$ cat src/rtl/gmc_pkg.sv
// constants for the graphics mirror configuration bank
// assumes byte offsets in the graphics function's configuration space
//
// Contract
// - max latency register is read-only and reads zero.
// - mirrored capabilities pointer is read-only and reads e0h.
// - capability structure version field, bits 27:24, reads 0001b.
// - capability structure length field, bits 23:16, reads 09h.
// - next capability pointer field, bits 15:8, reads 00h.
// - capability type code field, bits 7:0, reads 1001b.
// - preallocation select: 000 none, 001 1 MB, 011 8 MB, others reserved.
// - select 000 means no vga claim and sub-class 80h.
// - vga disable 0 with a select other than 000 means vga cycles claimed and sub-class 00.
// - vga disable 1 means no vga claim and sub-class 80h.
// - smm memory lock set makes graphics control locked and read-only.
package gmc_pkg;

    // ----------------------------------------------------------------
    // register offsets (byte addresses)
    // ----------------------------------------------------------------
    localparam logic [7:0] OFS_MAX_LATENCY = 8'h3f;
    localparam logic [7:0] OFS_CAP_PTR     = 8'h44;
    localparam logic [7:0] OFS_CAP_STRUCT  = 8'h48;
    localparam logic [7:0] OFS_CAP_LAST    = 8'h51;
    localparam logic [7:0] OFS_GFX_CTRL_LO = 8'h52;
    localparam logic [7:0] OFS_GFX_CTRL_HI = 8'h53;
    localparam int         CAP_STRUCT_BYTES = 10;

    // ----------------------------------------------------------------
    // fixed values
    // ----------------------------------------------------------------
    localparam logic [7:0]  MAX_LATENCY_VALUE  = 8'h00;
    localparam logic [7:0]  CAP_PTR_VALUE      = 8'he0;
    localparam logic [3:0]  CAP_VERSION        = 4'h1;
    localparam logic [7:0]  CAP_LENGTH         = 8'h09;
    localparam logic [7:0]  CAP_NEXT           = 8'h00;
    localparam logic [7:0]  CAP_TYPE_CODE      = 8'h09;
    localparam logic [79:0] CAP_STRUCT_VALUE   =
        {52'h0, CAP_VERSION, CAP_LENGTH, CAP_NEXT, CAP_TYPE_CODE};

    // ----------------------------------------------------------------
    // graphics control layout
    // ----------------------------------------------------------------
    localparam logic [15:0] GFX_CTRL_RESET = 16'h0030;
    localparam logic [15:0] GFX_CTRL_MASK  = 16'h0072;
    localparam int          PREALLOC_LSB   = 4;
    localparam int          VGA_DIS_BIT    = 1;
    localparam logic [2:0]  PREALLOC_NONE  = 3'h0;
    localparam logic [2:0]  PREALLOC_1MB   = 3'h1;
    localparam logic [2:0]  PREALLOC_8MB   = 3'h3;
    localparam logic [3:0]  SIZE_NONE_MB   = 4'h0;
    localparam logic [3:0]  SIZE_1_MB      = 4'h1;
    localparam logic [3:0]  SIZE_8_MB      = 4'h8;
    localparam logic [7:0]  SUBCLASS_VGA   = 8'h00;
    localparam logic [7:0]  SUBCLASS_OTHER = 8'h80;

endpackage

$ cat src/rtl/gmc_gfx_if.sv
// carries the decoded graphics control state inside the bank
// assumes one driver module and one reader module
`timescale 1ns/1ps
`default_nettype none
interface gmc_gfx_if;
    logic [15:0] ctrlValue;
    logic        locked;
    logic        vgaClaim;
    logic [7:0]  subClass;
    logic [3:0]  preallocMb;
    logic        preallocReserved;

    modport src (output ctrlValue, locked, vgaClaim, subClass,
                 preallocMb, preallocReserved);
    modport snk (input  ctrlValue, locked, vgaClaim, subClass,
                 preallocMb, preallocReserved);
endinterface
`default_nettype wire

$ cat src/rtl/gmc_cap_rom.sv
// constant capability structure, one byte by index
// assumes index below the structure size; others read zero
`timescale 1ns/1ps
`default_nettype none
module gmc_cap_rom
    import gmc_pkg::*;
(
    input  wire logic [3:0] byteIdx,
    output logic      [7:0] byteData
);
    // --------------------------------------------------------------
    // lookup
    // --------------------------------------------------------------
    always_comb
    begin
        byteData = 8'h00;
        if (int'(byteIdx) < CAP_STRUCT_BYTES)
        begin
            // fields fixed, reserved upper bytes zero
            byteData = CAP_STRUCT_VALUE[{byteIdx, 3'h0} +: 8];
        end
    end
endmodule // gmc_cap_rom
`default_nettype wire

$ cat src/rtl/gmc_config_regs.sv
// read-only configuration bank of the graphics function
// assumes one configuration request at a time, dword addressed
`timescale 1ns/1ps
`default_nettype none
module gmc_config_regs
    import gmc_pkg::*;
(
    input  wire logic        sys_clk,
    input  wire logic        rst,
    input  wire logic        ce,
    input  wire logic        cfgValid,
    input  wire logic        cfgWrite,
    input  wire logic [5:0]  cfgDword,
    input  wire logic [3:0]  cfgByteEn,
    input  wire logic [31:0] cfgWrData,
    input  wire logic [15:0] hostGfxCtrl,
    input  wire logic        smmMemoryLock,
    output logic             cfgDone,
    output logic      [31:0] cfgRdData,
    output logic             cfgHit,
    output logic             writeIgnored,
    output logic             gfxCtrlLocked,
    output logic             vgaClaim,
    output logic      [7:0]  subClassCode,
    output logic      [3:0]  preallocMb,
    output logic             preallocReserved
);
    typedef struct packed {
        logic        done;
        logic [31:0] rdData;
        logic        hit;
        logic        wrIgn;
    } gmc_bus_s;

    gmc_bus_s st;
    gmc_bus_s next_st;
    logic [31:0] laneData;
    logic [3:0]  laneHit;

    gmc_gfx_if gfx ();

    gmc_gfx_ctrl u_gfx (
        .sys_clk       (sys_clk),
        .rst           (rst),
        .ce            (ce),
        .hostGfxCtrl   (hostGfxCtrl),
        .smmMemoryLock (smmMemoryLock),
        .gfx           (gfx.src)
    );

    // --------------------------------------------------------------
    // per byte lane decode
    // --------------------------------------------------------------
    for (genvar g = 0; g < 4; g++)
    begin : g_lane
        logic [7:0] addr;
        logic [7:0] capIdx;
        logic [7:0] capByte;
        logic [7:0] laneByte;
        logic       laneSel;
        assign addr   = {cfgDword, 2'(g)};
        assign capIdx = addr - OFS_CAP_STRUCT;
        // one driver per lane slice keeps the shared vectors clean
        assign laneData[g*8 +: 8] = laneByte;
        assign laneHit[g]         = laneSel;

        gmc_cap_rom u_rom (
            .byteIdx  (capIdx[3:0]),
            .byteData (capByte)
        );

        always_comb
        begin
            laneByte = 8'h00;
            laneSel  = 1'b1;
            if (addr == OFS_MAX_LATENCY)
            begin
                laneByte = MAX_LATENCY_VALUE;
            end
            else if (addr == OFS_CAP_PTR)
            begin
                laneByte = CAP_PTR_VALUE;
            end
            else if (addr >= OFS_CAP_STRUCT && addr <= OFS_CAP_LAST)
            begin
                laneByte = capByte;
            end
            else if (addr == OFS_GFX_CTRL_LO)
            begin
                laneByte = gfx.ctrlValue[7:0];
            end
            else if (addr == OFS_GFX_CTRL_HI)
            begin
                laneByte = gfx.ctrlValue[15:8];
            end
            else
            begin
                laneSel = 1'b0;
            end
            if (!cfgByteEn[g])
            begin
                laneByte = 8'h00;
                laneSel  = 1'b0;
            end
        end
    end

    // --------------------------------------------------------------
    // request handling
    // --------------------------------------------------------------
    // write data is never stored: every register here is read-only
    always_comb
    begin
        next_st = st;
        if (ce)
        begin
            next_st.done  = cfgValid;
            next_st.hit   = cfgValid && (|laneHit);
            next_st.wrIgn = cfgValid && cfgWrite && (|laneHit);
            next_st.rdData = 32'h0;
            if (cfgValid && !cfgWrite)
            begin
                next_st.rdData = laneData;
            end
        end
    end

    always_ff @(posedge sys_clk or posedge rst)
    begin
        if (rst)
        begin
            st <= '0;
        end
        else
        begin
            st <= next_st;
        end
    end

    assign cfgDone          = st.done;
    assign cfgRdData        = st.rdData;
    assign cfgHit           = st.hit;
    assign writeIgnored     = st.wrIgn;
    assign gfxCtrlLocked    = gfx.locked;
    assign vgaClaim         = gfx.vgaClaim;
    assign subClassCode     = gfx.subClass;
    assign preallocMb       = gfx.preallocMb;
    assign preallocReserved = gfx.preallocReserved;

    logic unusedWrData;
    assign unusedWrData = ^cfgWrData;
endmodule // gmc_config_regs
`default_nettype wire

$ cat src/rtl/gmc_gfx_ctrl.sv
// graphics control mirror with lock and vga claim decode
// assumes host bridge value and lock are synchronous to sys_clk
`timescale 1ns/1ps
`default_nettype none
module gmc_gfx_ctrl
    import gmc_pkg::*;
(
    input  wire logic        sys_clk,
    input  wire logic        rst,
    input  wire logic        ce,
    input  wire logic [15:0] hostGfxCtrl,
    input  wire logic        smmMemoryLock,
    gmc_gfx_if.src           gfx
);
    typedef struct packed {
        logic        locked;
        logic [15:0] value;
        logic        claim;
        logic [7:0]  subClass;
        logic [3:0]  mb;
        logic        rsvd;
    } gmc_gfx_s;

    gmc_gfx_s st;
    gmc_gfx_s next_st;
    logic [2:0] sel;

    // --------------------------------------------------------------
    // next state
    // --------------------------------------------------------------
    always_comb
    begin
        next_st = st;
        sel = 3'h0;
        if (ce)
        begin
            // lock is sticky until reset
            next_st.locked = st.locked | smmMemoryLock;
            // follow host while unlocked, reserved bits dropped
            if (!st.locked && !smmMemoryLock)
            begin
                next_st.value = hostGfxCtrl & GFX_CTRL_MASK;
            end
            sel = next_st.value[PREALLOC_LSB +: 3];
            unique case (sel)
                PREALLOC_NONE: next_st.mb = SIZE_NONE_MB;
                PREALLOC_1MB:  next_st.mb = SIZE_1_MB;
                PREALLOC_8MB:  next_st.mb = SIZE_8_MB;
                default:       next_st.mb = SIZE_NONE_MB;
            endcase
            next_st.rsvd = (sel != PREALLOC_NONE) && (sel != PREALLOC_1MB)
                         && (sel != PREALLOC_8MB);
            // no memory or vga disabled both drop the claim
            next_st.claim = (sel != PREALLOC_NONE)
                          && !next_st.value[VGA_DIS_BIT];
            next_st.subClass = next_st.claim ? SUBCLASS_VGA
                                             : SUBCLASS_OTHER;
        end
    end

    // --------------------------------------------------------------
    // state register
    // --------------------------------------------------------------
    always_ff @(posedge sys_clk or posedge rst)
    begin
        if (rst)
        begin
            st <= '{locked: 1'b0, value: GFX_CTRL_RESET, claim: 1'b1,
                    subClass: SUBCLASS_VGA, mb: SIZE_8_MB, rsvd: 1'b0};
        end
        else
        begin
            st <= next_st;
        end
    end

    assign gfx.ctrlValue        = st.value;
    assign gfx.locked           = st.locked;
    assign gfx.vgaClaim         = st.claim;
    assign gfx.subClass         = st.subClass;
    assign gfx.preallocMb       = st.mb;
    assign gfx.preallocReserved = st.rsvd;
endmodule // gmc_gfx_ctrl
`default_nettype wire

$ cat config.mk
export PLATFORM = sky130hd
export DESIGN_NAME = gmc_config_regs
export DESIGN_NICKNAME = d
export VERILOG_FILES = /design/src/rtl/gmc_pkg.sv /design/src/rtl/gmc_gfx_if.sv /design/src/rtl/gmc_cap_rom.sv /design/src/rtl/gmc_config_regs.sv /design/src/rtl/gmc_gfx_ctrl.sv
export SDC_FILE = /design/constraint.sdc
export NUM_CORES = 1
export LEC_CHECK = 0
export ABC_AREA = 1
export ABC_CLOCK_PERIOD_IN_PS = 3680
export BUFFER_PORTS_ARGS = -buffer_cell sky130_fd_sc_hd__buf_2
export CAP_MARGIN = 20
export CELL_PAD_IN_SITES_DETAIL_PLACEMENT = 0
export CELL_PAD_IN_SITES_GLOBAL_PLACEMENT = 2
export CORE_ASPECT_RATIO = 0.75
export CORE_MARGIN = 3
export CORE_UTILIZATION = 20
export CTS_CLUSTER_SIZE = 12
export DETAILED_ROUTE_END_ITERATION = 16
export PLACE_DENSITY_LB_ADDON = 0.25
export SYNTH_ARGS = -nofsm -noshare
export SYNTH_HDL_FRONTEND = slang
export SYNTH_SLANG_ARGS = --single-unit
$ cat constraint.sdc
create_clock -name sys_clk -period 3.68 [get_ports sys_clk]
set_clock_uncertainty 0.2 [all_clocks]
set_input_delay 0.552 -clock sys_clk [delete_from_list [all_inputs] [get_ports sys_clk]]
set_output_delay 0.552 -clock sys_clk [all_outputs]
set_load 0.02 [all_outputs]
=== Yosys cells after proc, flatten, opt, wreduce, memory -nomap -nowiden ===
Index checks and enable logic that the tools add are counted.

* Bits of input ports: 64
* Output and inout bits: 50
* Register bits after elaboration: 66
* Word-level logic and storage cells: 91

* $lt $le $gt $ge: 12
* Add/subtract/negate cells: 4
* Muxes and demuxes: 32
* Equal/unequal tests: 8
* Reduce and logical (&&, ||, !) cells: 19
* Shifts and indexed selects: 4
* Bitwise operators: 1

{| class="wikitable"
|+ Operator list
! kind !! number
|-
| $shiftx A80 B8 Y8 const A || 4
|-
| $mux W8 || 17
|-
| $ge A8 B7 Y1 const B || 4
|-
| $le A8 B7 Y1 const B || 4
|-
| $mux W16 || 2
|-
| $mux W32 || 1
|-
| $lt A4 B4 Y1 const B || 4
|-
| $sub A4 B4 Y4 const B || 4
|-
| $eq A6 B5 Y1 const B || 2
|-
| $logic_and A1 B1 Y1 || 12
|-
| $mux W1 || 11
|-
| $pmux W4 S2 || 1
|-
| $eq A6 B4 Y1 const B || 1
|-
| $logic_not A1 Y1 || 4
|-
| $reduce_or A4 Y1 || 1
|-
| $eq A3 B1 Y1 const B || 1
|-
| $eq A3 B2 Y1 const B || 1
|-
| $ne A3 B1 Y1 const B || 1
|-
| $ne A3 B2 Y1 const B || 1
|-
| $reduce_bool A3 Y1 || 1
|-
| $ne A2 B1 Y1 const B || 1
|-
| $reduce_and A2 Y1 || 1
|-
| $or A1 B1 Y1 || 1
|}

=== Longest topological paths before layout ===
Gate-level depths: netlist (run 1).

* Depth in word-level cells: 7
* Depth in mapped cells: 9
* Mapped depth without buffers: 9

=== By module ===
From an unflattened synthesis (run 1), not the netlist that was laid out.

* Cell total of the unflattened synthesis: 363
* Area, all modules: 2830.2 um2

{| class="wikitable"
|+ Modules (own cells, without submodules)
! module !! times used !! sequential area each (um2) !! area an instance (um2) !! cells each
|-
| gmc_config_regs || 1 || 875.8 || 1824.2 || 220
|-
| gmc_gfx_ctrl || 1 || 255.2 || 675.6 || 87
|-
| gmc_cap_rom || 4 || 0.0 || 82.6 || 14
|}

=== Worst setup path after synthesis (run 1) ===
OpenSTA, ideal clock, no wires.

* Path type: in2reg
* From: in ce
* To: reg st, in the netlist cfgRdData[20]
* Setup time: 0.125 ns
* Arrival time: 1.155 ns
* Stages: 6
* Slack: 2.201 ns
* Cell sequence: buf_4 inv_1 buf_4 buf_4 nand2_1 o31ai_1

{| class="wikitable"
|+ RTL lines
! what !! RTL line !! text
|-
| start, declared || gmc_config_regs.sv:10 || <nowiki>input wire logic ce,</nowiki>
|-
| end signal, assigned || gmc_config_regs.sv:136 || <nowiki>st <= next_st;</nowiki>
|-
| end, declared || gmc_config_regs.sv:35 || <nowiki>gmc_bus_s st;</nowiki>
|}

==> impl_metrics.tcl, run 1 <==
set metrics [dict create \
    status "finished clean" \
    cap_viol_max_count 0 \
    postCtsSetupBuffers 0 \
    ios 114 \
    reg2regPathDepth 5 \
    cts_hold_buf 0 \
    synth_top_cells_by_area "dfrtp_1 (35%), buf_4 (19%), nand2_1 (11%)" \
    die_h_um 77.12 \
    min_period_over_period_pct 48.01 \
    cts_inserted_buffers 3 \
    intPower_mw 0.4215 \
    antennaDiodeCount 0 \
    synth.most_common_cell "nand2_1" \
    crit_path_start_kind "primary input" \
    die_w_um 100.8 \
    synth_commonest_cells "nand2_1 (38), buf_4 (34), dfrtp_1 (19), inv_1 (19), nor2_1 (14)" \
    grt_pass1_wl_um 4802 \
    hold_depth 2 \
    ys_seq_area_share_pct 43.04 \
    rsz0062_at_grt "no" \
    antenna_left 0 \
    cts.clk_slew.worst_paths_ns 0.08 \
    grt-ovfl-total 0 \
    wl_per_cell_um 10.66 \
    first_global_vias 952 \
    drc 0 \
    worst_setup_path_end_kind "flip-flop" \
    clock-sinks 23 \
    drive_gt1_share_pct 32.20 \
    required_ns 3.63 \
    ys_warn_count 0 \
    hold_violations 0 \
    combPwrFrac_pct 26.7 \
    instances_no_fill 286 \
    post_cts_resized 0 \
    synth-edff-count 0 \
    crit_type "primary input to flip-flop" \
    hp-class "flip-flop to flip-flop" \
    ir_drop_uv 151.3 \
    seq_power_share_pct 49.0 \
    largest_reg_flops 10 \
    final_nets 270 \
    rrSetupSlack_ns 2.19 \
    port_buffers 49 \
    hold_end "u_gfx.gfx.vgaClaim" \
    clock_power_share_pct 24.3 \
    cts_tree "done" \
    worstPathArrival_ns 1.72 \
    power_density_nw_per_um2 408.2 \
    max_slew_margin_pct 39.39 \
    grt_antenna_before_repair 0 \
    start_util_pct 21.03 \
    switching_share_pct 33.65 \
    setup_viol 0 \
    timing.fmax_mhz 566.0 \
    area_growth_pct 15.40 \
    clk_path_buf_depth 2 \
    p_switching_mw 0.2137 \
    final_area_um2 1556 \
    slew_violations 0 \
    synth.distinct_cells 24 \
    first_pass_iters 4 \
    initialDrtViolationCount 25 \
    place.gp.congestion 0.6756 \
    r2r-end "u_gfx.gfx.subClass[7]" \
    placementRows 25 \
    routed_via_density 3.605 \
    track_usage_pct 7.917 \
    fin_setup_tns_ns 0 \
    synth_area_um2 1349 \
    htree_levels 1 \
    regArea_um2 580.6 \
    async_flop_share_pct 100.0 \
    hold_path_startpoint "u_gfx.gfx.vgaClaim" \
    avgSynthCellArea_um2 8.077 \
    grt_max_degree 24 \
    die_area_um2 7776 \
    num_vias 1031 \
    postSynthCellCount 167 \
    wl_um 3049 \
    leakage_nw 0.8913 \
    r2r-start "u_gfx.gfx.locked" \
    dp.cells 282 \
    multi_input_area_um2 509.2 \
    core-area_um2 6412 \
    ys_ff_latch 23 \
    place_area_um2 1511 \
    min_period_ns 1.767 \
    synth_top_cell_by_area "dfrtp_1" \
    cts-root-buf "clkbuf_8" \
    clk-insertion-delay-late_ns 0.26 \
    dp_slack_ns 1.615 \
    fillers 720 \
    crit_fanout 21 \
    synth.top_cell.area_share_pct 35.25 \
    hpwl_um 2445 \
    fin_ws_ns 1.913 \
    worstMarginPinSlew_ns 0.9081 \
    dominantRegCellSynth "dfrtp_1" \
]
-- cell usage in the layout (no fill, tap or decap), types with 2 or more instances in the layout --
cell / synthesis / routed
o21ai_2: 2 / 2
dfrtp_1: 19 / 19
dfstp_2: 4 / 4
o31ai_1: 2 / 2
o21ai_1: 4 / 4
nand3_1: 13 / 13
o21ai_0: 3 / 3
nand2_1: 38 / 38
nor2_2: 3 / 3
conb_1: 1 / 20
inv_1: 19 / 19
buf_2: 0 / 49
clkbuf_8: 0 / 3
nor2_1: 14 / 14
-- worst max-delay path: stages --
cell      delay, ns
buf_2          0.19
inv_1          0.34
a211oi_2       0.36
nand2_1        0.14
o21a_1         0.13
-- final cells by class --
type                    count  share of cell area (%)
flip-flops and latches     23                   37.30
well taps                  81                   6.511
repair buffers             49                   15.76
clock buffers               4                   2.894
multi-input cells         109                   32.72
inverters                  20                   4.823
-- kinds of logic after synthesis --
logic type	count (synthesis)	synth area share, %
simple gates	73	24.12
buf+inv	54	24.49
other cells	1	0.2780
compound gates	16	8.070
flops	23	43.04
-- worst max path at each step --
| stage | start | endpoint | slack, ns | cells past startpoint |
|---|---|---|---|---|
| final | ce | u_gfx.gfx.subClass[7] | 1.91 | 5 |
| after global routing | ce | u_gfx.gfx.subClass[7] | 1.81 | 5 |
| after CTS | ce | u_gfx.gfx.subClass[7] | 1.90 | 5 |
| after detailed placement | ce | u_gfx.gfx.subClass[7] | 1.61 | 5 |
| after global placement | ce | u_gfx.gfx.subClass[7] | 1.60 | 5 |
| after floorplan | ce | cfgRdData[20] | 2.20 | 6 |
-- layer usage --
metal	track usage, %	routed length [um]	share of wire, %
met1	11.88	1539	50
met2	10.58	1260	41
met3	3.000	230	7.5
met4	1.615	19	0.62
met5	0	0	0
-- per-stage QoR --
stage                     total power [mW]  hold WS, ns  util (%)
final                               0.6353       0.2716     24.27
after global routing                0.6844       0.2931     24.27
after CTS                           0.6508       0.2743     24.27
after detailed placement            0.4893       0.2627     23.57
after global placement              0.4885       0.2560     23.57
after floorplan                     0.4519       0.2697         -
-- power groups by stage --
stage,sequential (mW),clock (mW),combinational (mW)
2_1_floorplan,0.340,0,0.112
3_3_place_gp,0.316,0,0.173
3_5_place_dp,0.316,0,0.173
4_1_cts,0.312,0.165,0.173
5_1_grt,0.317,0.178,0.190
6_report,0.311,0.155,0.169
Power figures use the tool's default switching activity.
==> inputs of run 2 (changes only) <==
--- a/config.mk
+++ b/config.mk
@@ -6,14 +6,14 @@
 export NUM_CORES = 1
 export LEC_CHECK = 0
 export ABC_AREA = 1
-export ABC_CLOCK_PERIOD_IN_PS = 3680
+export ABC_CLOCK_PERIOD_IN_PS = 1550
 export BUFFER_PORTS_ARGS = -buffer_cell sky130_fd_sc_hd__buf_2
 export CAP_MARGIN = 20
 export CELL_PAD_IN_SITES_DETAIL_PLACEMENT = 0
 export CELL_PAD_IN_SITES_GLOBAL_PLACEMENT = 2
 export CORE_ASPECT_RATIO = 0.75
 export CORE_MARGIN = 3
-export CORE_UTILIZATION = 20
+export CORE_UTILIZATION = 17
 export CTS_CLUSTER_SIZE = 12
 export DETAILED_ROUTE_END_ITERATION = 16
 export PLACE_DENSITY_LB_ADDON = 0.25
==> constraint.sdc (replaced) <==
create_clock -name sys_clk -period 1.55 [get_ports sys_clk]
set_clock_uncertainty 0.2 [all_clocks]
set_input_delay 0.2325 -clock sys_clk [delete_from_list [all_inputs] [get_ports sys_clk]]
set_output_delay 0.2325 -clock sys_clk [all_outputs]
set_load 0.02 [all_outputs]
==> run 2 against run 1 <==
Critical path type is now flip-flop to flip-flop. Cell area grew 6.5%. Sequential share of layout area shrank 2.2 points. Cell count grew 10%.
==> impl_metrics.tcl, run 2 (synthesis results as in run 1) <==
set metrics [dict create \
    status "finished clean" \
    initialDrtViolationCount 23 \
    required_ns 1.56 \
    grt_max_degree 24 \
    slew_violations 0 \
    crit_fanout 6 \
    routed_via_density 3.454 \
    drive_gt1_share_pct 35.05 \
    combPwrFrac_pct 28.4 \
    grt_pass1_wl_um 5416 \
    cap_viol_max_count 0 \
    area_growth_pct 22.91 \
    drc 0 \
    ir_drop_uv 359.4 \
    hp-class "primary input to flip-flop" \
    power_density_nw_per_um2 941.7 \
    final_nets 279 \
    grt-ovfl-total 0 \
    setup_viol 0 \
    wl_per_cell_um 10.98 \
    final_area_um2 1658 \
    cts_inserted_buffers 3 \
    seq_power_share_pct 47.4 \
    layout_common_cells "buf_2 (49), nand2_1 (37), conb_1 (20)" \
    placementRows 27 \
    core-area_um2 7533 \
    fin_setup_tns_ns 0 \
    first_global_vias 1048 \
    place_area_um2 1574 \
    port_buffers 49 \
    hold_violations 0 \
    crit_path_start_kind "flip-flop" \
    ios 114 \
    wl_um 3458 \
    place.gp.congestion 0.6952 \
    die_h_um 83.14 \
    largest_reg_flops 10 \
    grt_antenna_before_repair 0 \
    hpwl_um 2732 \
    crit_type "flip-flop to flip-flop" \
    htree_levels 1 \
    die_area_um2 9050 \
    dp_slack_ns 0.04305 \
    final_common_cell "buf_2" \
    worst_setup_path_end_kind "flip-flop" \
    timing.fmax_mhz 688.8 \
    p_total_mw 1.561 \
    min_period_over_period_pct 93.66 \
    switching_share_pct 34.06 \
    track_usage_pct 7.712 \
    antenna_left 0 \
    hold_depth 3 \
    clock-sinks 23 \
    clock_power_share_pct 24.1 \
    worstPathArrival_ns 1.47 \
    die_w_um 108.9 \
    antennaDiodeCount 0 \
    min_period_ns 1.452 \
    clk_path_buf_depth 2 \
    cts.clk_slew.worst_paths_ns 0.09 \
    intPower_mw 1.029 \
    cts_tree "done" \
    leakage_nw 0.9333 \
    first_pass_iters 4 \
    fin_ws_ns 0.09830 \
    num_vias 1088 \
    start_util_pct 17.90 \
    rsz0062_at_grt "yes" \
    p_switching_mw 0.5317 \
    clk-insertion-delay-late_ns 0.26 \
    cts-root-buf "clkbuf_8" \
    reg2regPathDepth 6 \
]
==> run 2: final timing paths <==
path	startpoint	endpoint	slack, ns
min	cfgValid	cfgDone	0.02
max	u_gfx.gfx.locked	u_gfx.gfx.preallocMb[3]	0.1
max in group asynchronous	rst	u_gfx.gfx.ctrlValue[5]	0.50
min reg2reg	u_gfx.gfx.vgaClaim	u_gfx.gfx.vgaClaim	0.28
max reg2reg	u_gfx.gfx.locked	u_gfx.gfx.preallocMb[3]	0.1
min in group asynchronous	rst	cfgRdData[23]	0.34
==> run 2: metrics by stage <==
stage               hold slack (ns)  instances  utilization [%]
finish                      0.01897        315            22.01
global route                0.02424        315            22.01
CTS                         0.01910        313            21.76
detailed placement           0.1018        307            20.89
global placement             0.1126        307            20.89
floorplan                   0.03146        186                -
==> run 2: metal layers <==
metal | global-route usage [%] | part of all wire (%) | wire [um] | vias up
li1 | - | - | - | 565
met1 | 11.85 | 54 | 1851 | 488
met2 | 10.54 | 40 | 1384 | 33
met3 | 2.564 | 6.0 | 207 | 2
met4 | 1.032 | 0.40 | 14 | 0
met5 | 0 | 0 | 0 | -
==> run 2: cell type report <==
class,count,area (um2)
fill,868,5876
sequential,23,581.8
multi-input combinational,109,511.7
timing repair buffer,58,317.8
tap,101,126.4
inverter,20,75.07
clock buffer,4,45.04
==> run 2: what timing repair did <==
| action | in CTS | in global routing |
|---|---|---|
| hold endpoints to repair | 20 | 0 |
| gates resized for setup | 0 | 4 |
| hold buffers | 2 | 0 |
| setup buffers | 0 | 2 |
| setup endpoints to repair | 0 | 2 |
==> run 2: worst max-delay path, cell delays in order (launching register included) <==
cell and delay (ns):
dfrtp_2 0.45, nor2_8 0.16, buf_4 0.17, o21ai_2 0.07
nor2_1 0.17, nand3_1 0.10, nand2_1 0.08
==> run 2: power groups by stage <==
stage	Combinational (mW)	Clock [mW]	Sequential, mW
floorplan	0.267	0	0.806
detailed placement	0.434	0	0.751
finish	0.444	0.377	0.740
global route	0.497	0.437	0.752
global placement	0.434	0	0.753
CTS	0.440	0.405	0.740
